==> src/design/emw_pkg.sv <==
/*
 * Constants for the external memory wait, strobe and DRAM refresh block:
 * register indices, field positions, write masks, reset values, cycle
 * bases and the controller state encoding.
 * Assumes a byte-wide register port with a 4-bit register index.
 */
package emw_pkg;

   // Register indices on the byte-wide register port
   localparam logic [3:0] EMW_A_SWAIT = 4'h3;  // static_wait_count
   localparam logic [3:0] EMW_A_BSCH = 4'h4;   // static_byte_scheme
   localparam logic [3:0] EMW_A_DCTL2 = 4'h5;  // dram_bank_control, bank 2
   localparam logic [3:0] EMW_A_DCTL3 = 4'h6;  // dram_bank_control, bank 3
   localparam logic [3:0] EMW_A_DTIM2 = 4'h7;  // dram_bank_timing, bank 2
   localparam logic [3:0] EMW_A_DTIM3 = 4'h8;  // dram_bank_timing, bank 3
   localparam logic [3:0] EMW_A_DCW2 = 4'h9;   // dram_column_wait, bank 2
   localparam logic [3:0] EMW_A_DCW3 = 4'ha;   // dram_column_wait, bank 3
   localparam logic [3:0] EMW_A_RCNT = 4'hb;   // refresh_down_counter
   localparam logic [3:0] EMW_A_RINT = 4'hc;   // refresh_interval_reload
   localparam logic [3:0] EMW_A_XTIM = 4'hd;   // self_refresh_exit_timing
   localparam logic [3:0] EMW_A_RCTL = 4'he;   // refresh_control

   // Reset values
   localparam logic [7:0] EMW_RST_SWAIT = 8'h77;
   localparam logic [7:0] EMW_RST_BSCH = 8'h00;
   localparam logic [7:0] EMW_RST_DCTL = 8'h00;
   localparam logic [7:0] EMW_RST_DTIM = 8'h05;
   localparam logic [7:0] EMW_RST_DCW = 8'h03;
   localparam logic [7:0] EMW_RST_RCNT = 8'hff;
   localparam logic [7:0] EMW_RST_RINT = 8'hff;
   localparam logic [7:0] EMW_RST_XTIM = 8'h37;
   localparam logic [7:0] EMW_RST_RCTL = 8'h00;

   // Writable bits; reserved bits store nothing and read zero
   localparam logic [7:0] EMW_M_SWAIT = 8'h77;
   localparam logic [7:0] EMW_M_BSCH = 8'h03;
   localparam logic [7:0] EMW_M_DCTL = 8'h33;
   localparam logic [7:0] EMW_M_DTIM = 8'h05;
   localparam logic [7:0] EMW_M_DCW = 8'h03;
   localparam logic [7:0] EMW_M_XTIM = 8'h37;
   localparam logic [7:0] EMW_M_RCTL = 8'h7b;

   // Field positions
   localparam int EMW_F_SW1 = 4;       // bank 1 wait field [6:4]
   localparam int EMW_F_SHIFT = 0;     // row shift field [1:0]
   localparam int EMW_F_DSCH = 4;      // dram strobe scheme bit
   localparam int EMW_F_PAGE = 5;      // page mode bit
   localparam int EMW_F_PRE = 0;       // precharge select bit
   localparam int EMW_F_R2C = 2;       // row-to-column delay bit
   localparam int EMW_F_XPRE = 0;      // exit precharge field [2:0]
   localparam int EMW_F_XHOLD = 4;     // exit column hold field [5:4]
   localparam int EMW_F_SELF = 3;      // self refresh bit
   localparam int EMW_F_TAP = 4;       // refresh clock select [6:4]

   // Cycle bases
   localparam logic [4:0] EMW_SHIFT_BASE = 5'd8;
   localparam logic [3:0] EMW_REF_ROW_CYC = 4'd2; // row low in refresh

   // Controller states, one-hot
   typedef enum logic [10:0] {
      EMW_IDLE = 11'b000_0000_0001,
      EMW_ST_ACC = 11'b000_0000_0010,
      EMW_DR_ROW = 11'b000_0000_0100,
      EMW_DR_COL = 11'b000_0000_1000,
      EMW_DR_PRE = 11'b000_0001_0000,
      EMW_RF_COL = 11'b000_0010_0000,
      EMW_RF_ROW = 11'b000_0100_0000,
      EMW_RF_PRE = 11'b000_1000_0000,
      EMW_SR_COL = 11'b001_0000_0000,
      EMW_SR_HOLD = 11'b010_0000_0000,
      EMW_SR_EXIT = 11'b100_0000_0000
   } emw_state_e;

endpackage : emw_pkg

==> src/design/emw_ctrl.sv <==
/*
 * External memory controller core: static bank wait states and byte
 * strobe scheme, DRAM bank row/column sequencing, timer refresh and
 * self-refresh, with its byte-wide register file.
 * Assumes requesters, register port and time-base taps run on ref_clk.
 */
// Decided for this implementation: the address-and-strobe port and the register offsets.
`timescale 1ns/100ps

// Behaviour
// - Static bank inserts its programmed wait cycles
// - Static wait register resets to 0x77
// - Static byte scheme bit selects pin roles
// - Row address shifted by 8 to 11
// - DRAM strobe scheme bit selects pin roles
// - Page bit selects page or random mode
// - Precharge lasts one or two cycles
// - Row-to-column delay one or two cycles
// - Column strobe stretched by 0-3, reset 3
// - Enabling refresh loads counter, starts counting
// - Zero count runs refresh, then reloads
// - Clock select picks time-base tap
// - Enable bits choose refreshed DRAM banks
// - Self refresh: column then row strobe
// - DRAM access in self refresh exits it
// - Writing zero also exits self refresh
// - Exit: row up, hold, column up, precharge
// - Exit column hold 1 to 4 cycles
// - Exit precharge 2 to 9, reset 0x37
module emw_ctrl
   import emw_pkg::*;
(
   // Clock, reset, freeze
   input wire logic ref_clk,
   input wire logic nrst,
   input wire logic ce,
   // Register port
   input wire logic [3:0] reg_addr,
   input wire logic [7:0] reg_wdata,
   input wire logic reg_wr,
   input wire logic reg_rd,
   output logic [7:0] reg_rdata,
   // Access request, held until done
   input wire logic acc_req,
   input wire logic [1:0] acc_bank,
   input wire logic acc_write,
   input wire logic acc_hi,
   input wire logic acc_lo,
   input wire logic [23:0] acc_addr,
   output logic acc_done,
   // Time-base taps, divide by 2 up to 256
   input wire logic [7:0] time_base_tap,
   // Static bank pins
   output logic [1:0] sram_cs_n,
   output logic sram_rd_n,
   output logic sram_we_or_wl_n,
   output logic sram_hb_or_wh_n,
   output logic sram_lb_or_a0,
   // DRAM pins
   output logic [1:0] row_strobe_n,
   output logic dram_wl_or_we_n,
   output logic dram_wh_or_colh_n,
   output logic dram_col_or_coll_n,
   output logic [23:0] mux_addr,
   output logic self_refresh_active
);
   import emw_pkg::*;

   // Row address for a given shift field
   function automatic logic [23:0] emw_row(input logic [23:0] a,
                                           input logic [1:0] sh);
      emw_row = a >> (EMW_SHIFT_BASE + {3'h0, sh});
   endfunction : emw_row

   // Masked register write value
   function automatic logic [7:0] emw_wm(input logic [7:0] d,
                                         input logic [7:0] m);
      emw_wm = d & m;
   endfunction : emw_wm

   // Configuration registers
   logic [7:0] swait_r;      // static_wait_count
   logic [1:0] bsch_r;       // static_byte_scheme
   logic [7:0] dctl_r [2];   // dram_bank_control, banks 2 and 3
   logic [7:0] dtim_r [2];   // dram_bank_timing
   logic [7:0] dcw_r [2];    // dram_column_wait
   logic [7:0] rcnt_r;       // refresh_down_counter
   logic [7:0] rint_r;       // refresh_interval_reload
   logic [7:0] xtim_r;       // self_refresh_exit_timing
   logic [1:0] arf_en_r;     // auto_refresh_enable
   logic self_r;             // self_refresh_bit
   logic [2:0] tap_sel_r;    // refresh_clock_select
   logic tap_prev_r;         // Previous selected tap level
   logic ref_pend_r;         // Refresh due, not yet served

   // Sequencer state
   emw_state_e state_r, state_nxt;
   logic [3:0] cnt_r, cnt_nxt;       // Cycles left in the state
   logic row_open_r, row_open_nxt;   // Page mode row held open
   logic open_bank_r, open_bank_nxt; // Bank of the open row
   logic [23:0] open_row_r;          // Row of the last taken access, static ones included
   logic cur_bank_r;                 // Bank index within its pair
   logic cur_dram_r;                 // Access targets a DRAM bank
   logic cur_wr_r, cur_hi_r, cur_lo_r;
   logic [23:0] cur_addr_r;
   logic take_c, done_c, ref_done_c, self_clr_c;

   // Pin and answer registers
   logic [7:0] rdata_r;
   logic done_r;
   logic [1:0] cs_n_r, row_n_r;
   logic rd_n_r, spa_r, spb_r, spc_r, dpa_r, dpb_r, dpc_r, sra_r;
   logic [23:0] maddr_r;

   // Register port decode
   wire wr_rctl = reg_wr && reg_addr == EMW_A_RCTL;
   wire wr_rcnt = reg_wr && reg_addr == EMW_A_RCNT;
   wire [1:0] arf_wdata = reg_wdata[1:0];

   // Request qualified; a request is not retaken while done shows
   wire req_v = acc_req && !done_r;
   wire dreq = req_v && acc_bank[1];
   wire sreq = req_v && !acc_bank[1];
   wire db = acc_bank[0];
   wire [1:0] d_shift = dctl_r[db][EMW_F_SHIFT +: 2];
   wire row_hit = row_open_r && open_bank_r == db &&
                  open_row_r == emw_row(acc_addr, d_shift);

   // Per-access timing fields: DRAM bank timing, static bank wait and self refresh exit
   wire cb = cur_bank_r;
   wire [3:0] pre_cyc = {3'h0, dtim_r[cb][EMW_F_PRE]};
   wire [3:0] r2c_cyc = {3'h0, dtim_r[db][EMW_F_R2C]};
   wire [3:0] col_cyc_new = {2'h0, dcw_r[db][1:0]};
   wire [3:0] sw_cyc = sreq && acc_bank[0] ?
                       {1'b0, swait_r[EMW_F_SW1 +: 3]} :
                       {1'b0, swait_r[2:0]};
   wire [3:0] xhold_cyc = {2'h0, xtim_r[EMW_F_XHOLD +: 2]};
   wire [3:0] xpre_cyc = {1'b0, xtim_r[EMW_F_XPRE +: 3]} + 4'h1;

   // Refresh timer tick from the chosen tap
   wire tap_lvl = time_base_tap[tap_sel_r];
   wire tick = tap_lvl && !tap_prev_r;
   wire arf_on = arf_en_r != 2'b00;

   // Next state of the sequencer
   always_comb begin
      state_nxt = state_r;
      cnt_nxt = cnt_r;
      row_open_nxt = row_open_r;
      open_bank_nxt = open_bank_r;
      take_c = 1'b0;
      done_c = 1'b0;
      ref_done_c = 1'b0;
      self_clr_c = 1'b0;
      case (state_r)
         EMW_IDLE: begin
            if (ref_pend_r && arf_on) begin
               state_nxt = row_open_r ? EMW_DR_PRE : EMW_RF_COL;
               cnt_nxt = row_open_r ? pre_cyc : 4'h0;
            end else if (self_r) begin
               state_nxt = row_open_r ? EMW_DR_PRE : EMW_SR_COL;
               cnt_nxt = row_open_r ? pre_cyc : 4'h0;
            end else if (sreq) begin
               take_c = 1'b1;
               state_nxt = EMW_ST_ACC;
               cnt_nxt = sw_cyc;
            end else if (dreq && row_hit) begin
               // page hit skips the row phase
               take_c = 1'b1;
               state_nxt = EMW_DR_COL;
               cnt_nxt = col_cyc_new;
            end else if (dreq && row_open_r) begin
               // Page miss closes the row first
               state_nxt = EMW_DR_PRE;
               cnt_nxt = pre_cyc;
            end else if (dreq) begin
               take_c = 1'b1;
               state_nxt = EMW_DR_ROW;
               cnt_nxt = r2c_cyc;
            end
         end
         EMW_ST_ACC: begin
            if (cnt_r == 4'h0) begin
               done_c = 1'b1;
               state_nxt = EMW_IDLE;
            end
         end
         EMW_DR_ROW: begin
            if (cnt_r == 4'h0) begin
               state_nxt = EMW_DR_COL;
               cnt_nxt = {2'h0, dcw_r[cb][1:0]};
            end
         end
         EMW_DR_COL: begin
            if (cnt_r == 4'h0) begin
               done_c = 1'b1;
               // page mode keeps the row open
               if (dctl_r[cb][EMW_F_PAGE]) begin
                  state_nxt = EMW_IDLE;
                  row_open_nxt = 1'b1;
                  open_bank_nxt = cb;
               end else begin
                  state_nxt = EMW_DR_PRE;
                  cnt_nxt = pre_cyc;
               end
            end
         end
         EMW_DR_PRE: begin
            row_open_nxt = 1'b0;
            if (cnt_r == 4'h0) begin
               state_nxt = EMW_IDLE;
            end
         end
         EMW_RF_COL: begin
            state_nxt = EMW_RF_ROW;
            cnt_nxt = EMW_REF_ROW_CYC - 4'h1;
         end
         EMW_RF_ROW: begin
            if (cnt_r == 4'h0) begin
               state_nxt = EMW_RF_PRE;
               cnt_nxt = {3'h0, dtim_r[0][EMW_F_PRE]};
            end
         end
         EMW_RF_PRE: begin
            if (cnt_r == 4'h0) begin
               ref_done_c = 1'b1;
               state_nxt = EMW_IDLE;
            end
         end
         EMW_SR_COL: begin
            state_nxt = EMW_SR_HOLD;
         end
         EMW_SR_HOLD: begin
            if (!self_r || dreq) begin
               self_clr_c = dreq;
               state_nxt = EMW_SR_EXIT;
               cnt_nxt = xhold_cyc;
            end
         end
         EMW_SR_EXIT: begin
            if (cnt_r == 4'h0) begin
               state_nxt = EMW_DR_PRE;
               cnt_nxt = xpre_cyc;
            end
         end
         default: begin
            state_nxt = EMW_IDLE;
         end
      endcase
      if (state_r != EMW_IDLE && cnt_r != 4'h0 &&
          state_nxt == state_r) begin
         cnt_nxt = cnt_r - 4'h1;
      end
   end

   // Pin strobes decoded from the present state
   wire st = state_r == EMW_ST_ACC;
   wire col_acc = state_r == EMW_DR_COL;
   // column stays low through the whole exit hold
   wire col_all = state_r == EMW_RF_COL || state_r == EMW_RF_ROW ||
                  state_r == EMW_SR_COL || state_r == EMW_SR_HOLD ||
                  state_r == EMW_SR_EXIT;
   wire col_act = col_acc || col_all;
   wire lane_hi = col_acc ? cur_hi_r : 1'b1;
   wire lane_lo = col_acc ? cur_lo_r : 1'b1;
   wire dwr = col_acc && cur_wr_r;
   wire dsch = dctl_r[col_acc ? cb : 1'b0][EMW_F_DSCH];
   wire swr = st && cur_wr_r;
   wire ssch = bsch_r[cb];
   wire [1:0] bank_one = cb ? 2'b10 : 2'b01;
   // An open page keeps its row low across static accesses
   wire [1:0] row_act =
      (state_r == EMW_DR_ROW || col_acc) ? bank_one :
      ((state_r == EMW_IDLE || st) && row_open_r) ?
         (open_bank_r ? 2'b10 : 2'b01) :
      (state_r == EMW_RF_ROW) ? arf_en_r :
      (state_r == EMW_SR_HOLD) ? 2'b11 : 2'b00;

   // Register read selection
   wire [7:0] rd_sel =
      reg_addr == EMW_A_SWAIT ? swait_r :
      reg_addr == EMW_A_BSCH ? {6'h00, bsch_r} :
      reg_addr == EMW_A_DCTL2 ? dctl_r[0] :
      reg_addr == EMW_A_DCTL3 ? dctl_r[1] :
      reg_addr == EMW_A_DTIM2 ? dtim_r[0] :
      reg_addr == EMW_A_DTIM3 ? dtim_r[1] :
      reg_addr == EMW_A_DCW2 ? dcw_r[0] :
      reg_addr == EMW_A_DCW3 ? dcw_r[1] :
      reg_addr == EMW_A_RCNT ? rcnt_r :
      reg_addr == EMW_A_RINT ? rint_r :
      reg_addr == EMW_A_XTIM ? xtim_r :
      reg_addr == EMW_A_RCTL ?
         {1'b0, tap_sel_r, self_r, 1'b0, arf_en_r} : 8'h00;

   // Configuration registers; reserved bits never stored
   always_ff @(posedge ref_clk) begin
      if (!nrst) begin
         swait_r <= EMW_RST_SWAIT;
         bsch_r <= EMW_RST_BSCH[1:0];
         dctl_r <= '{EMW_RST_DCTL, EMW_RST_DCTL};
         dtim_r <= '{EMW_RST_DTIM, EMW_RST_DTIM};
         dcw_r <= '{EMW_RST_DCW, EMW_RST_DCW};
         rint_r <= EMW_RST_RINT;
         xtim_r <= EMW_RST_XTIM;
         tap_sel_r <= EMW_RST_RCTL[EMW_F_TAP +: 3];
      end else if (ce && reg_wr) begin
         case (reg_addr)
            EMW_A_SWAIT: swait_r <= emw_wm(reg_wdata, EMW_M_SWAIT);
            EMW_A_BSCH: bsch_r <= reg_wdata[1:0];
            EMW_A_DCTL2: dctl_r[0] <= emw_wm(reg_wdata, EMW_M_DCTL);
            EMW_A_DCTL3: dctl_r[1] <= emw_wm(reg_wdata, EMW_M_DCTL);
            EMW_A_DTIM2: dtim_r[0] <= emw_wm(reg_wdata, EMW_M_DTIM);
            EMW_A_DTIM3: dtim_r[1] <= emw_wm(reg_wdata, EMW_M_DTIM);
            EMW_A_DCW2: dcw_r[0] <= emw_wm(reg_wdata, EMW_M_DCW);
            EMW_A_DCW3: dcw_r[1] <= emw_wm(reg_wdata, EMW_M_DCW);
            EMW_A_RINT: rint_r <= reg_wdata;
            EMW_A_XTIM: xtim_r <= emw_wm(reg_wdata, EMW_M_XTIM);
            EMW_A_RCTL: tap_sel_r <= reg_wdata[EMW_F_TAP +: 3];
            default: begin
            end
         endcase
      end
   end

   // Refresh enable and self refresh bit; a set beats the hw clear
   always_ff @(posedge ref_clk) begin
      if (!nrst) begin
         arf_en_r <= EMW_RST_RCTL[1:0];
         self_r <= 1'b0;
      end else if (ce) begin
         if (wr_rctl) begin
            arf_en_r <= arf_wdata;
         end
         if (wr_rctl) begin
            self_r <= reg_wdata[EMW_F_SELF];
         end else if (self_clr_c) begin
            self_r <= 1'b0;
         end
      end
   end

   // Refresh timer; counting pauses while a refresh is due
   always_ff @(posedge ref_clk) begin
      if (!nrst) begin
         rcnt_r <= EMW_RST_RCNT;
         tap_prev_r <= 1'b0;
         ref_pend_r <= 1'b0;
      end else if (ce) begin
         tap_prev_r <= tap_lvl;
         if (wr_rctl && !arf_on && arf_wdata != 2'b00) begin
            rcnt_r <= rint_r;
         end else if (wr_rcnt) begin
            rcnt_r <= reg_wdata;
         end else if (ref_done_c) begin
            rcnt_r <= rint_r;
         end else if (arf_on && !ref_pend_r && tick && rcnt_r != 8'h00) begin
            rcnt_r <= rcnt_r - 8'h01;
         end
         if (ref_done_c) begin
            ref_pend_r <= 1'b0;
         end else if (arf_on && rcnt_r == 8'h00 && !wr_rctl) begin
            ref_pend_r <= 1'b1;
         end
      end
   end

   // Sequencer registers and latched request
   always_ff @(posedge ref_clk) begin
      if (!nrst) begin
         state_r <= EMW_IDLE;
         cnt_r <= 4'h0;
         row_open_r <= 1'b0;
         open_bank_r <= 1'b0;
         open_row_r <= 24'h000000;
         {cur_bank_r, cur_dram_r, cur_wr_r, cur_hi_r, cur_lo_r} <= 5'h00;
         cur_addr_r <= 24'h000000;
      end else if (ce) begin
         state_r <= state_nxt;
         cnt_r <= cnt_nxt;
         row_open_r <= row_open_nxt;
         open_bank_r <= open_bank_nxt;
         if (take_c) begin
            cur_bank_r <= acc_bank[0];
            cur_dram_r <= acc_bank[1];
            cur_wr_r <= acc_write;
            cur_hi_r <= acc_hi;
            cur_lo_r <= acc_lo;
            cur_addr_r <= acc_addr;
            open_row_r <= emw_row(acc_addr, d_shift);
         end
      end
   end

   // Output pins, one register stage behind the state
   always_ff @(posedge ref_clk) begin
      if (!nrst) begin
         rdata_r <= 8'h00;
         done_r <= 1'b0;
         cs_n_r <= 2'b11;
         row_n_r <= 2'b11;
         {rd_n_r, spa_r, spb_r} <= 3'b111;
         spc_r <= 1'b0;
         sra_r <= 1'b0;
         {dpa_r, dpb_r, dpc_r} <= 3'b111;
         maddr_r <= 24'h000000;
      end else if (ce) begin
         rdata_r <= reg_rd ? rd_sel : 8'h00;
         done_r <= done_c;
         cs_n_r <= ~({2{st}} & bank_one);
         rd_n_r <= !(st && !cur_wr_r);
         spa_r <= ssch ? !swr : !(swr && cur_lo_r);
         spb_r <= ssch ? !(st && cur_hi_r) : !(swr && cur_hi_r);
         spc_r <= ssch ? !(st && cur_lo_r) : cur_addr_r[0];
         dpa_r <= dsch ? !(dwr && lane_lo) : !dwr;
         dpb_r <= dsch ? !(dwr && lane_hi) : !(col_act && lane_hi);
         dpc_r <= dsch ? !col_act : !(col_act && lane_lo);
         row_n_r <= ~row_act;
         // Self refresh hold flag, in step with the row pins
         sra_r <= state_r == EMW_SR_HOLD;
         maddr_r <= state_r == EMW_DR_ROW ?
                    emw_row(cur_addr_r, dctl_r[cb][EMW_F_SHIFT +: 2]) :
                    cur_addr_r;
      end
   end

   assign reg_rdata = rdata_r;
   assign acc_done = done_r;
   assign sram_cs_n = cs_n_r;
   assign sram_rd_n = rd_n_r;
   assign sram_we_or_wl_n = spa_r;
   assign sram_hb_or_wh_n = spb_r;
   assign sram_lb_or_a0 = spc_r;
   assign row_strobe_n = row_n_r;
   assign dram_wl_or_we_n = dpa_r;
   assign dram_wh_or_colh_n = dpb_r;
   assign dram_col_or_coll_n = dpc_r;
   assign mux_addr = maddr_r;
   assign self_refresh_active = sra_r;
endmodule : emw_ctrl

==> config.mk <==
export PLATFORM = sky130hd
export DESIGN_NAME = emw_ctrl
export DESIGN_NICKNAME = d
export VERILOG_FILES = /design/src/design/emw_pkg.sv /design/src/design/emw_ctrl.sv
export SDC_FILE = /design/constraint.sdc
export NUM_CORES = 1
export LEC_CHECK = 0
export BUFFER_PORTS_ARGS = -buffer_cell sky130_fd_sc_hd__buf_2
export CORE_MARGIN = 2
export CORE_UTILIZATION = 27
export CTS_BUF_LIST = sky130_fd_sc_hd__clkbuf_8
export CTS_CLUSTER_DIAMETER = 100
export DETAILED_ROUTE_END_ITERATION = 10
export SLEW_MARGIN = 5
export SYNTH_ARGS = -nofsm -noshare
export SYNTH_HDL_FRONTEND = slang
export SYNTH_SLANG_ARGS = --single-unit
==> constraint.sdc <==
create_clock -name ref_clk -period 4.94 [get_ports ref_clk]
set_input_delay 0.247 -clock ref_clk [delete_from_list [all_inputs] [get_ports ref_clk]]
set_output_delay 0.247 -clock ref_clk [all_outputs]
set_load 0.02 [all_outputs]
# Word level (Yosys, flattened, before mapping)
# Index checks and enable logic that the tools add are counted.
[word_totals]
register_bits = 167
latchBits = 0
mem_bits_rw = 0
mem_bits_ro = 0
input_bits = 55
output_inout_bits = 45
word_cells = 296
memories = 0
[classes]
add_sub_neg = 5
n_mul = 0
div_mod_pow = 0
order_cmp = 5
eq_ne = 36
shifts = 2
muxes = 109
bitwise = 6
reduce_logical = 94
[ops]
columns = ["cell", "n"]
rows = [
  ["2-to-1 mux 11 bit", 12],
  ["2-to-1 mux 8 bit", 15],
  ["case mux 11 bit (9 select lines)", 1],
  ["2-to-1 mux 4 bit", 13],
  ["right shift 24 x 5 -> 24 bit", 2],
  ["logical AND 1 bit", 34],
  ["2-to-1 mux 1 bit", 34],
  ["AND reduction 2 bit", 16],
  ["2-to-1 mux 2 bit", 15],
  ["== test 4 bit (second input constant)", 7],
  ["case mux 4 bit (7 select lines)", 1],
  ["== test 24 bit", 1],
  ["2-to-1 mux 24 bit", 1],
  ["2-to-1 mux 6 bit", 4],
  ["zero test 1 bit", 20],
  ["2-to-1 mux 5 bit", 4],
  ["== test 4 x 3 -> 1 bit (second input constant)", 4],
  ["nonzero test 8 bit", 2],
  ["inequality test 3 bit (second input constant)", 5],
  ["2-to-1 mux 7 bit", 2],
  ["2-to-1 mux 3 bit", 4],
  ["== test 11 x 1 -> 1 bit (second input constant)", 1],
  ["== test 11 x 10 -> 1 bit (second input constant)", 1],
  ["== test 11 bit", 1],
  ["37 further kinds", 57],
]

# Depth between registers and ports, before layout
# Gate-level depths: netlist of the first run.
[logic_depth]
word_depth = 18
ltp_mapped = 13
ltp_nobuf = 10

# Worst setup path before layout of the first run
# OpenSTA, ideal clock, no wires.
[synth_path]
path_kind = "input to register"
startpoint = "input acc_bank[0]"
endpoint = "register cur_bank_r, in the netlist cb"
arrival_time_ns = 2.756
t_required_ns = 4.812
path_slack_ns = 2.057
path_stages = 13
path_buffers = 4
path_cell_list = "buf_2 -> mux2_1 -> buf_4 -> buf_6 -> mux4_2 -> xnor2_1 -> o2111ai_1 -> nor4_2 -> nand4_2 -> a21oi_4 -> buf_4 -> mux2i_1 -> nor2_1"
[synth_via]
elab_chain_cells = 15
word_cells_on_any_way = 17
[synth_rtl]
columns = ["element", "line_no", "rtl"]
rows = [
  ["start: declaration", "emw_ctrl.sv:45", "input wire logic [1:0] acc_bank,"],
  ["inverter 1 -> 2 bit (not written as such)", "emw_ctrl.sv:125", "wire [1:0] d_shift = dctl_r[db][EMW_F_SHIFT +: 2];"],
  ["2-to-1 mux 2 bit (not written as such) (3 in a row)", "emw_ctrl.sv:125", ""],
  ["adder 4 x 2 -> 5 bit", "emw_ctrl.sv:72", "emw_row = a >> (EMW_SHIFT_BASE + {3'h0, sh});"],
  ["right shift 24 x 5 -> 24 bit", "emw_ctrl.sv:72", ""],
  ["== test 24 bit", "emw_ctrl.sv:127", "open_row_r == emw_row(acc_addr, d_shift);"],
  ["logical AND 1 bit", "emw_ctrl.sv:126", "wire row_hit = row_open_r && open_bank_r == db &&"],
  ["logical AND 1 bit", "emw_ctrl.sv:167", "end else if (dreq && row_hit) begin"],
  ["2-to-1 mux 1 bit", "emw_ctrl.sv:167", ""],
  ["2-to-1 mux 1 bit", "emw_ctrl.sv:163", "end else if (sreq) begin"],
  ["2-to-1 mux 1 bit", "emw_ctrl.sv:160", "end else if (self_r) begin"],
  ["2-to-1 mux 1 bit", "emw_ctrl.sv:157", "if (ref_pend_r && arf_on) begin"],
  ["2-to-1 mux 1 bit", "emw_ctrl.sv:155", "case (state_r)"],
  ["AND reduction 2 bit (no line)", "-", ""],
  ["end signal: assignment", "emw_ctrl.sv:383", "cur_bank_r <= acc_bank[0];"],
  ["end: declaration", "emw_ctrl.sv:102", "logic cur_bank_r;"],
]
# Several ways; a longest one is shown, not always the timed one. The select of a mux whose other input is x is not followed.
# A chain may end at the register's enable or synchronous reset.

# Worst setup path after layout of the first run
[layout_path]
startpoint = "register dctl_r[1] in the netlist's numbering"
endpoint = "register open_row_r[2]"
[layout_via]
elab_chain_cells = 14
[layout_rtl]
columns = ["element", "line_no", "rtl"]
rows = [
  ["start: declaration", "emw_ctrl.sv:84", "logic [7:0] dctl_r [2];"],
  ["start signal: assignment", "emw_ctrl.sv:300", "dctl_r <= '{EMW_RST_DCTL, EMW_RST_DCTL};"],
  ["2-to-1 mux 2 bit (not written as such) (*) (3 in a row)", "emw_ctrl.sv:125", ""],
  ["adder 4 x 2 -> 5 bit (*)", "emw_ctrl.sv:72", ""],
  ["right shift 24 x 5 -> 24 bit (*)", "emw_ctrl.sv:72", ""],
  ["== test 24 bit", "emw_ctrl.sv:127", ""],
  ["logical AND 1 bit", "emw_ctrl.sv:126", ""],
  ["logical AND 1 bit", "emw_ctrl.sv:167", ""],
  ["2-to-1 mux 1 bit", "emw_ctrl.sv:167", ""],
  ["2-to-1 mux 1 bit", "emw_ctrl.sv:163", ""],
  ["2-to-1 mux 1 bit", "emw_ctrl.sv:160", ""],
  ["2-to-1 mux 1 bit", "emw_ctrl.sv:157", ""],
  ["2-to-1 mux 1 bit", "emw_ctrl.sv:155", ""],
  ["AND reduction 2 bit (no line)", "-", ""],
  ["end signal: assignment", "emw_ctrl.sv:389", "open_row_r <= emw_row(acc_addr, d_shift);"],
  ["end: declaration", "emw_ctrl.sv:101", "logic [23:0] open_row_r;"],
]
# Every way passes the cells marked *; elsewhere a longest branch is shown, timed or not. The select of a mux whose other input is x is not followed.

==> out/results.ini, run 1 <==
[status]
status = finished clean

[global_route]
grt_max_degree = 86
antenna_found_initial = 1
grt_pass1_vias = 8102
grtUsageTotal_pct = 16.1
overflow = 0
grt_pass1_wl_um = 45900

[synth]
netlist_instances = 1109
synth_edf_count = 0
synth-xor-area-share_pct = 1.71
synth_area_leader_cell = dfxtp_1
synth_mux_area_share_pct = 17.5
synth_area_leaders = dfxtp_1, mux2i_1, nor2_1
yosys.area_share.simple_pct = 23.6
synth_fa_ha_area_share_pct = 0.543
yosys_most_used_dff = dfxtp_1
syn_area_per_cell_um2 = 8.31
synth_top_family_by_area = simple AND/OR/NAND/NOR gates
async_flop_share_pct = 0
ys_ff_latch = 159
synth_compound_area_share_pct = 17.5
synth_nets = 1168
synth_top_area_share_pct = 34.5
syn_area_um2 = 9220
seq_area_frac_synth_pct = 34.5
ys_warn_count = 0
synth_cell_type_count = 82

[pwr]
switchingPower_mw = 0.856
clkPwrFrac_pct = 34.6
vdd_drop_max_v = 0.000155
power_density_nw_per_um2 = 264
share_seq_of_total_power_pct = 49.9
power.total_mw = 2.74
leakage_nw = 4.08
netSwitchingFraction_pct = 31.2
p_int_mw = 1.89
power_frac_comb_pct = 15.5

[cells_and_area]
drive_above_1_share_pct = 15.8
layout.nets = 1221
postLayoutCellArea_um2 = 10400
syn_to_final_growth_pct = 13.0
fillCellCount = 3618

[worst_setup_path]
r2r-start = dctl_r[1]
worstPathRequired_ns = 5.28
cp_cell_sequence = mux2_1, mux4_2, xnor2_1, o21ai_0, nor4_1, nand4_2, a21oi_4, buf_12, mux2i_1, nor2_1
cpLargestDelayFamily = multiplexers
start_kind = flip-flop
cpPeakStageDelay_ns = 0.74
reg2reg_setup_slack_ns = 1.29
crit_arrival_ns = 3.99
crit_path_start = dctl_r[1]
worst_setup_path_end_kind = flip-flop
criticalPathCategory = reg2reg
crit_fanout = 50
critPathSlowestCell = mux2_1
cp.depth = 10
r2r-end = open_row_r[2]
path_buf_inv = 1
r2r_cells = 10

[route]
drt_first_pass_iters = 6
ant_nets = 0
wl_per_cell_um = 17.7
viasPerCell = 5.29
drt_iter0_drc = 735
wl_um = 28800
num_vias = 8595
drc = 0

[cts]
cts_buffers = 17
clock_latency_ns = 0.47
clkSlewWorstSetupHoldPaths_ns = 0.09
cts_tree = yes
postCtsHoldBufs = 0
h-tree-depth = 4
post_cts_buffers = 0
cts_resized = 0
clock_sinks = 159
cts.root.buffer_cell = clkbuf_8
ctsLongestPathBuffers = 2

[sta]
grt_setup_unrepaired = no
fin_worst_skew_ns = 0.0256
finalHoldViolations = 0
timing.final.crit_share_pct = 73.8
finalSetupTns_ns = 0
fin_crit_ns = 3.65
finalSetupViolations = 0
tightest_slew_ns = 1.25
drv_slew = 0
fmaxAchievable_mhz = 274
slew_headroom_pct = 15.9

[floorplan]
die-area_um2 = 35600
ioPinCount = 100
start_util_pct = 27.5
rows = 67
fp.dieH_um = 189
die_w_um = 189
core_area_um2 = 33500

[job]
cap_violations = 0

[place]
dpl_cell_area_um2 = 10000
dp_hpwl_um = 20800
port_buffers = 99
gp_congestion = 0.883

[min_path]
min_to = cur_addr_r[5]
min_path_cells = 3
hold_path_class = in2reg
worstHoldStart = acc_addr[5]

-- layout make-up --
type | instances | area [um2] | share of cell area, %
timing repair buffer | 110 | 606 | 5.81
antenna | 1 | 2.50 | 0.0240
tap | 448 | 561 | 5.38
multi-input combinational | 853 | 5610 | 53.9
clock buffer | 17 | 234 | 2.25
clock inverter | 15 | 135 | 1.30
inverter | 21 | 80.1 | 0.769
sequential | 159 | 3180 | 30.6
-- worst max-delay path by stage --
stage / slack (ns) / to
global placement: 1.32 / cur_addr_r[2]
detailed placement: 1.21 / open_row_r[2]
global route: 1.09 / open_row_r[12]
floorplan: 2.06 / cb
CTS: 1.35 / open_row_r[2]
finish: 1.29 / open_row_r[2]
-- tightest hold or removal path, delay by kind of cell --
kind	cells	cell delay, ns
multiplexers	1	0.06
buffers and inverters	1	0.08
AND/OR/NAND/NOR	1	0.07
-- sequential cells by signal, indices dropped and copies added, names as in the netlist, 4 cells and up --
name	count
mux_addr	24
open_row_r	16
swait_r	6
dcw_r	4
reg_rdata	8
cnt_r	4
dtim_r	4
xtim_r	5
rint_r	8
state_r	11
dctl_r	8
rcnt_r	8
cur_addr_r	24
-- stage by stage --
step	std cells	worst slack [ns]	hold slack, ns	utilization (%)
after floorplan	1109	2.06	0.371	-
after global placement	1591	1.32	0.455	30.0
after detailed placement	1591	1.21	0.458	30.0
after CTS	1623	1.35	0.00193	31.1
after global routing	1623	1.09	0.0138	31.1
final	1624	1.29	0.0171	31.1
-- cells in the final DEF, fill, tap and decap left out, drive strengths merged, types with 8 or more instances in the layout --
| cell type | instances |
|---|---|
| nand2b | 28 |
| mux2i | 133 |
| nor2b | 13 |
| a21oi | 64 |
| a211oi | 25 |
| or3 | 9 |
| buf | 110 |
| xor2 | 12 |
| nor4 | 8 |
| o2111ai | 8 |
| o211ai | 10 |
| nand4 | 8 |
| o21ai | 45 |
| nand3 | 60 |
| nand2 | 115 |
| dfxtp | 159 |
| inv | 27 |
| clkbuf | 17 |
| nor3 | 25 |
| nor2 | 137 |
| mux2 | 13 |
-- per-layer routing --
| layer | global-route usage (%) | up-vias | share of wire, % |
|---|---|---|---|
| met2 | 25.3 | 254 | 45 |
| met4 | 5.11 | 0 | 1.7 |
| met5 | 0 | - | 0 |
| met3 | 2.94 | 33 | 5.9 |
| met1 | 22.4 | 4170 | 47 |
| li1 | - | 4138 | - |
-- cells in the mapped netlist, drive strengths merged (6+ instances only) --
library cell  count
dfxtp           159
a31oi             6
o2111ai           8
a21oi            64
mux4              6
a22oi             7
mux2i           133
mux2             13
a211oi           25
and3              7
nor3b             6
nor3             25
buf              15
clkbuf           61
xor2             12
nand2           115
or3               9
nand2b           28
o211ai           10
xnor2             6
nor4              8
nand3b            7
o221a             6
o21ai            45
nor2            137
nor4b             6
inv              21
nand4             8
nor2b            13
nand3            60
-- power by group through the flow --
stage	registers [mW]	clock network (mW)	logic (mW)
6_report	1.37	0.949	0.425
5_1_grt	1.38	1.03	0.466
4_1_cts	1.37	0.974	0.424
3_5_place_dp	1.40	0	0.423
3_3_place_gp	1.40	0	0.421
2_1_floorplan	1.40	0	0.292
-- logic make-up after synthesis --
logic type                 after synthesis
muxes                                  152
adders and majority gates                4
and+or+nand+nor                        443
xor gates and xnor gates                18
DFF                                    159
buffers and inverters                   97
AOI/OAI and AO/OA                      236
Power figures use the tool's default switching activity.
==> run 2, diff against run 1 <==
==> constraint.sdc (replaced) <==
create_clock -name ref_clk -period 3.5 [get_ports ref_clk]
set_input_delay 0.175 -clock ref_clk [delete_from_list [all_inputs] [get_ports ref_clk]]
set_output_delay 0.175 -clock ref_clk [all_outputs]
set_load 0.02 [all_outputs]
==> out/results.ini, run 2 (synthesis results as in run 1) <==
[status]
status = finished clean  ; unchanged

[sta]
drv_slew = 0  ; unchanged
finalSetupTns_ns = 0  ; unchanged
finalHoldViolations = 0  ; unchanged
timing.final.crit_share_pct = 92.5  ; was 73.8%
fin_crit_ns = 3.24  ; was 3.65 ns
slew_headroom_pct = 55.1  ; was 15.9%
finalSetupViolations = 0  ; unchanged
tightest_slew_ns = 0.673  ; was 1.25 ns
fin_worst_skew_ns = 0.0240  ; was 0.0256 ns
grt_setup_unrepaired = no  ; unchanged
fmaxAchievable_mhz = 309  ; was 274 MHz

[cells_and_area]
syn_to_final_growth_pct = 16.7  ; was 13.0%
final_common_cell = dfxtp_1  ; unchanged
antennaDiodeCount = 0  ; was 1
layout.nets = 1256  ; was 1221
fillCellCount = 3575  ; was 3618
postLayoutCellArea_um2 = 10800  ; was 10400 um2
final-seq-area_um2 = 3180  ; unchanged
drive_above_1_share_pct = 17.5  ; was 15.8%
layout_common_cells = dfxtp_1, nor2_1, mux2i_1, nand2_1, buf_2  ; unchanged
final_util_pct = 32.1  ; was 31.1%
multi_input_area_um2 = 5630  ; was 5610 um2

[place]
port_buffers = 99  ; unchanged
gp_congestion = 0.928  ; was 0.883
dpl_cell_area_um2 = 10200  ; was 10000 um2
dp_hpwl_um = 21000  ; was 20800 um

[worst_setup_path]
reg2reg_setup_slack_ns = 0.26  ; was 1.29 ns
r2r_cells = 8  ; was 10
criticalPathCategory = reg2reg  ; unchanged
worst_setup_path_end_kind = flip-flop  ; unchanged
worstPathRequired_ns = 3.85  ; was 5.28 ns
r2r-start = state_r[6]  ; was dctl_r[1]
start_kind = flip-flop  ; unchanged
crit_fanout = 10  ; was 50
crit_arrival_ns = 3.59  ; was 3.99 ns
r2r-end = cnt_r[0]  ; was open_row_r[2]

[min_path]
hold_path_class = in2reg  ; unchanged
min_path_cells = 3  ; unchanged
min_to = swait_r[6]  ; was cur_addr_r[5]
worstHoldStart = reg_wdata[6]  ; was acc_addr[5]

[cts]
post_cts_buffers = 0  ; unchanged
cts.root.buffer_cell = clkbuf_8  ; unchanged
clock_latency_ns = 0.48  ; was 0.47 ns
h-tree-depth = 4  ; unchanged
clock_sinks = 159  ; unchanged
ctsLongestPathBuffers = 2  ; unchanged
clkSlewWorstSetupHoldPaths_ns = 0.09  ; about the same
cts_tree = yes  ; unchanged
cts_buffers = 17  ; unchanged

[pwr]
leakage_nw = 4.25  ; was 4.08 nW
vdd_drop_max_v = 0.000221  ; was 0.000155 V
power_density_nw_per_um2 = 372  ; was 264 nW/um2

[floorplan]
die_w_um = 189  ; unchanged
start_util_pct = 27.5  ; unchanged
fp.dieH_um = 189  ; unchanged
ioPinCount = 100  ; unchanged
die-area_um2 = 35600  ; unchanged
rows = 67  ; unchanged
core_area_um2 = 33500  ; unchanged

[route]
wl_per_cell_um = 17.4  ; was 17.7 um
drt_first_pass_iters = 6  ; unchanged
wl_um = 28900  ; was 28800 um
num_vias = 8725  ; was 8595
drt_iter0_drc = 710  ; was 735
viasPerCell = 5.27  ; was 5.29
drc = 0  ; unchanged
ant_nets = 0  ; unchanged

[global_route]
overflow = 0  ; unchanged
grt_max_degree = 95  ; was 86
antenna_found_initial = 0  ; was 1
grt_pass1_vias = 8174  ; was 8102
grt_pass1_wl_um = 45800  ; was 45900 um
grtUsageTotal_pct = 16.0  ; was 16.1%

[job]
cap_violations = 0  ; unchanged

[run 2: cell types whose count changed in the layout (fill, tap and decap cells not counted), sizes merged]
cell	change
buf	+22
bufinv	+1
clkbuf	+1
clkinv	-2
clkinvlp	+2
diode	-1
dlygate4sd3	+13
inv	-3
[run 2: what timing repair did]
item,CTS,global route
endpoints found under the setup margin,0,36
resized for setup,0,4
hold buffers,13,0
hold endpoints to repair,13,0
[run 2: metrics by stage]
step	instances	worst slack [ns]	total power, mW	hold slack [ns]
6_report	1657	0.263	4.00	0.0257
3_3_place_gp	1613	0.306	2.58	0.418
4_1_cts	1657	0.186	4.02	0.00416
5_1_grt	1657	0.0499	4.17	0.00946
3_5_place_dp	1613	0.151	2.58	0.427
2_1_floorplan	1109	0.635	2.38	0.299
[run 2: layout make-up]
class                           instances  area share [%]
Inverter                               21           0.744
Clock buffer                           18            2.30
Multi-Input combinational cell        853            52.3
Sequential cell                       159            29.6
Clock inverter                         13            1.44
Timing Repair Buffer                  145            8.37
Tap cell                              448            5.21
[run 2: where the power goes]
group / switching [mW] / internal (mW) / leakage (nW)
Combinational: 0.384 / 0.247 / 2.77
Clock: 0.774 / 0.664 / 0.188
Sequential: 0.0614 / 1.87 / 1.29
[run 2: how the worst max path moves through the flow]
stage	from	to	slack, ns	cells after the start
after floorplan	state_r[6]	cnt_r[3]	0.64	10
after global placement	acc_bank[0]	open_row_r[9]	0.31	11
after detailed placement	acc_bank[0]	cur_addr_r[16]	0.15	11
after CTS	dctl_r[1]	cur_addr_r[16]	0.19	10
after global routing	dctl_r[8]	open_row_r[7]	0.05	10
final	state_r[6]	cnt_r[0]	0.26	8
[run 2: per-layer routing]
metal	vias up	GRT usage [%]	wire length [um]
li1	4195	-	-
met1	4165	22.3	13600
met2	322	24.7	12900
met3	43	3.18	1750
met4	0	5.44	565
met5	-	0	0
[run 2: critical path, stage by stage, from the launching register on]
cell      delay, ns
dfxtp_1        0.45
or4_4          0.55
or3_4          0.43
or4b_1         0.57
nand2_1        0.14
nor3_2         0.09
o311ai_0       0.48
a22oi_1        0.13
a211o_1        0.29
==> run 3, diff against run 2 <==
--- a/config.mk
+++ b/config.mk
@@ -11,6 +11,7 @@
 export CTS_BUF_LIST = sky130_fd_sc_hd__clkbuf_8
 export CTS_CLUSTER_DIAMETER = 100
 export DETAILED_ROUTE_END_ITERATION = 10
+export RECOVER_POWER = 100
 export SLEW_MARGIN = 5
 export SYNTH_ARGS = -nofsm -noshare
 export SYNTH_HDL_FRONTEND = slang
==> out/results.ini, run 3 (synthesis results as in run 1) <==
[status]
status = finished clean  ; unchanged

[worst_setup_path]
worstPathRequired_ns = 3.87  ; was 3.85 ns
r2r_cells = 9  ; was 8
worst_setup_path_end_kind = flip-flop  ; unchanged
path_buf_inv = 1  ; was 0
cp.depth = 9  ; was 8
cpPeakStageDelay_ns = 0.55  ; was 0.57 ns
critPathSlowestCell = or4_4  ; was or4b_1
criticalPathCategory = reg2reg  ; unchanged
crit_fanout = 10  ; unchanged
cpLargestDelayFamily = simple AND/OR/NAND/NOR gates  ; unchanged
crit_arrival_ns = 3.67  ; was 3.59 ns
cp_common_cell = nor4b_4
start_kind = flip-flop  ; unchanged
cp_cell_sequence = or4_4, or3_4, nor4b_4, clkbuf_1, nand3_2, nand2_1, nor4b_4, a221o_1, a311oi_1  ; was or4_4, or3_4, or4b_1, nand2_1, nor3_2, o311ai_0, a22oi_1, a211o_1

[global_route]
grt_pass1_wl_um = 45800  ; unchanged
grt_max_degree = 95  ; unchanged
antenna_found_initial = 0  ; unchanged
overflow = 0  ; unchanged
grt_pass1_vias = 8174  ; unchanged
grtUsageTotal_pct = 16.0  ; unchanged

[floorplan]
start_util_pct = 27.5  ; unchanged
core_area_um2 = 33500  ; unchanged
die_w_um = 189  ; unchanged
fp.dieH_um = 189  ; unchanged
rows = 67  ; unchanged
ioPinCount = 100  ; unchanged
die-area_um2 = 35600  ; unchanged

[cells_and_area]
final-seq-area_um2 = 3180  ; unchanged
layout.nets = 1256  ; unchanged
antennaDiodeCount = 0  ; unchanged
layout_common_cells = dfxtp_1, nor2_1, mux2i_1, nand2_1, a21oi_1  ; was dfxtp_1, nor2_1, mux2i_1, nand2_1, buf_2
syn_to_final_growth_pct = 15.7  ; was 16.7%
final_common_cell = dfxtp_1  ; unchanged
fillCellCount = 3602  ; was 3575
multi_input_area_um2 = 5630  ; unchanged
drive_above_1_share_pct = 12.9  ; was 17.5%
final_util_pct = 31.8  ; was 32.1%
fin_cells = 1657  ; unchanged

[route]
drt_first_pass_iters = 5  ; was 6
viasPerCell = 5.26  ; was 5.27
drc = 0  ; unchanged
wl_per_cell_um = 17.5  ; was 17.4 um
ant_nets = 0  ; unchanged
wl_met3_um = 1700  ; was 1750 um
wl_um = 29000  ; was 28900 um
wl_met1_um = 13800  ; was 13600 um
dr_wl_met2_um = 12900  ; about the same
route.top_layer_used = met4  ; unchanged
drt_iter0_drc = 832  ; was 710
num_vias = 8717  ; was 8725

[job]
cap_violations = 0  ; unchanged

[cts]
ctsLongestPathBuffers = 2  ; unchanged
clkSlewWorstSetupHoldPaths_ns = 0.09  ; about the same
cts.root.buffer_cell = clkbuf_8  ; unchanged
clock_sinks = 159  ; unchanged
clock_latency_ns = 0.48  ; about the same
cts_buffers = 17  ; unchanged
h-tree-depth = 4  ; unchanged
cts_tree = yes  ; unchanged

[sta]
finalSetupViolations = 0  ; unchanged
finalSetupTns_ns = 0  ; unchanged
fin_ws_ns = 0.207  ; was 0.263 ns
fmaxAchievable_mhz = 304  ; was 309 MHz
drv_slew = 0  ; unchanged
hold_ws_ns = 0.0253  ; was 0.0257 ns
slew_headroom_pct = 44.8  ; was 55.1%
fin_crit_ns = 3.29  ; was 3.24 ns
grt_setup_unrepaired = no  ; unchanged
fin_worst_skew_ns = 0.0241  ; was 0.0240 ns
tightest_slew_ns = 0.828  ; was 0.673 ns
timing.final.crit_share_pct = 94.1  ; was 92.5%
finalHoldViolations = 0  ; unchanged

[place]
place_inst = 1613  ; unchanged
port_buffers = 99  ; unchanged
pre_cts_ws_ns = 0.151  ; unchanged
dp_hpwl_um = 21000  ; unchanged
gp_congestion = 0.928  ; unchanged

[pwr]
power_density_nw_per_um2 = 375  ; was 372 nW/um2
leakage_nw = 4.05  ; was 4.25 nW
vdd_drop_max_v = 0.000220  ; was 0.000221 V

[min_path]
min_path_cells = 3  ; unchanged
hold_path_class = in2reg  ; unchanged

run 3: area by class of cell:
| class | instances | share of cell area (%) |
|---|---|---|
| clock buffers | 18 | 2.32 |
| multi-input cells | 853 | 52.8 |
| flip-flops and latches | 159 | 29.9 |
| clock inverters | 13 | 1.46 |
| well taps | 448 | 5.26 |
| repair buffers | 145 | 7.56 |
| inverters | 21 | 0.751 |
run 3: tightest hold or removal path: stages:
cell	delay, ns
buf_2	0.14
nand2_1	0.07
nand3_1	0.07
run 3: final timing paths:
| check | startpoint | end | slack [ns] |
|---|---|---|---|
| worst min register to register | sram_lb_or_a0 | sram_lb_or_a0 | 0.47 |
| worst max register to register | state_r[6] | cnt_r[2] | 0.21 |
| worst max-delay path | state_r[6] | cnt_r[2] | 0.21 |
| worst min-delay path | reg_wdata[6] | swait_r[6] | 0.03 |
run 3: per-layer routing:
metal / track usage, % / vias to the layer above
met5: 0 / -
met4: 5.44 / 0
met3: 3.18 / 49
met2: 24.7 / 308
met1: 22.3 / 4167
li1: - / 4193
run 3: through the flow:
step / area, um2 / power (mW)
after global routing: 10700 / 4.16
after global placement: 10200 / 2.58
after detailed placement: 10200 / 2.58
after CTS: 10700 / 4.02
after floorplan: 9220 / 2.38
final: 10700 / 3.99
run 3: what timing repair did:
| action | in CTS | in global routing |
|---|---|---|
| gates resized for setup | 0 | 4 |
| endpoints found under the setup margin | 0 | 36 |
| hold endpoints to repair | 13 | 0 |
| hold buffers | 13 | 0 |
| setup buffers | 0 | 0 |
run 3: report_power, final:
group | switching (mW) | total, mW | leakage (nW) | internal, mW
logic | 0.384 | 0.623 | 2.57 | 0.239
clock network | 0.776 | 1.44 | 0.188 | 0.664
registers | 0.0621 | 1.93 | 1.29 | 1.87
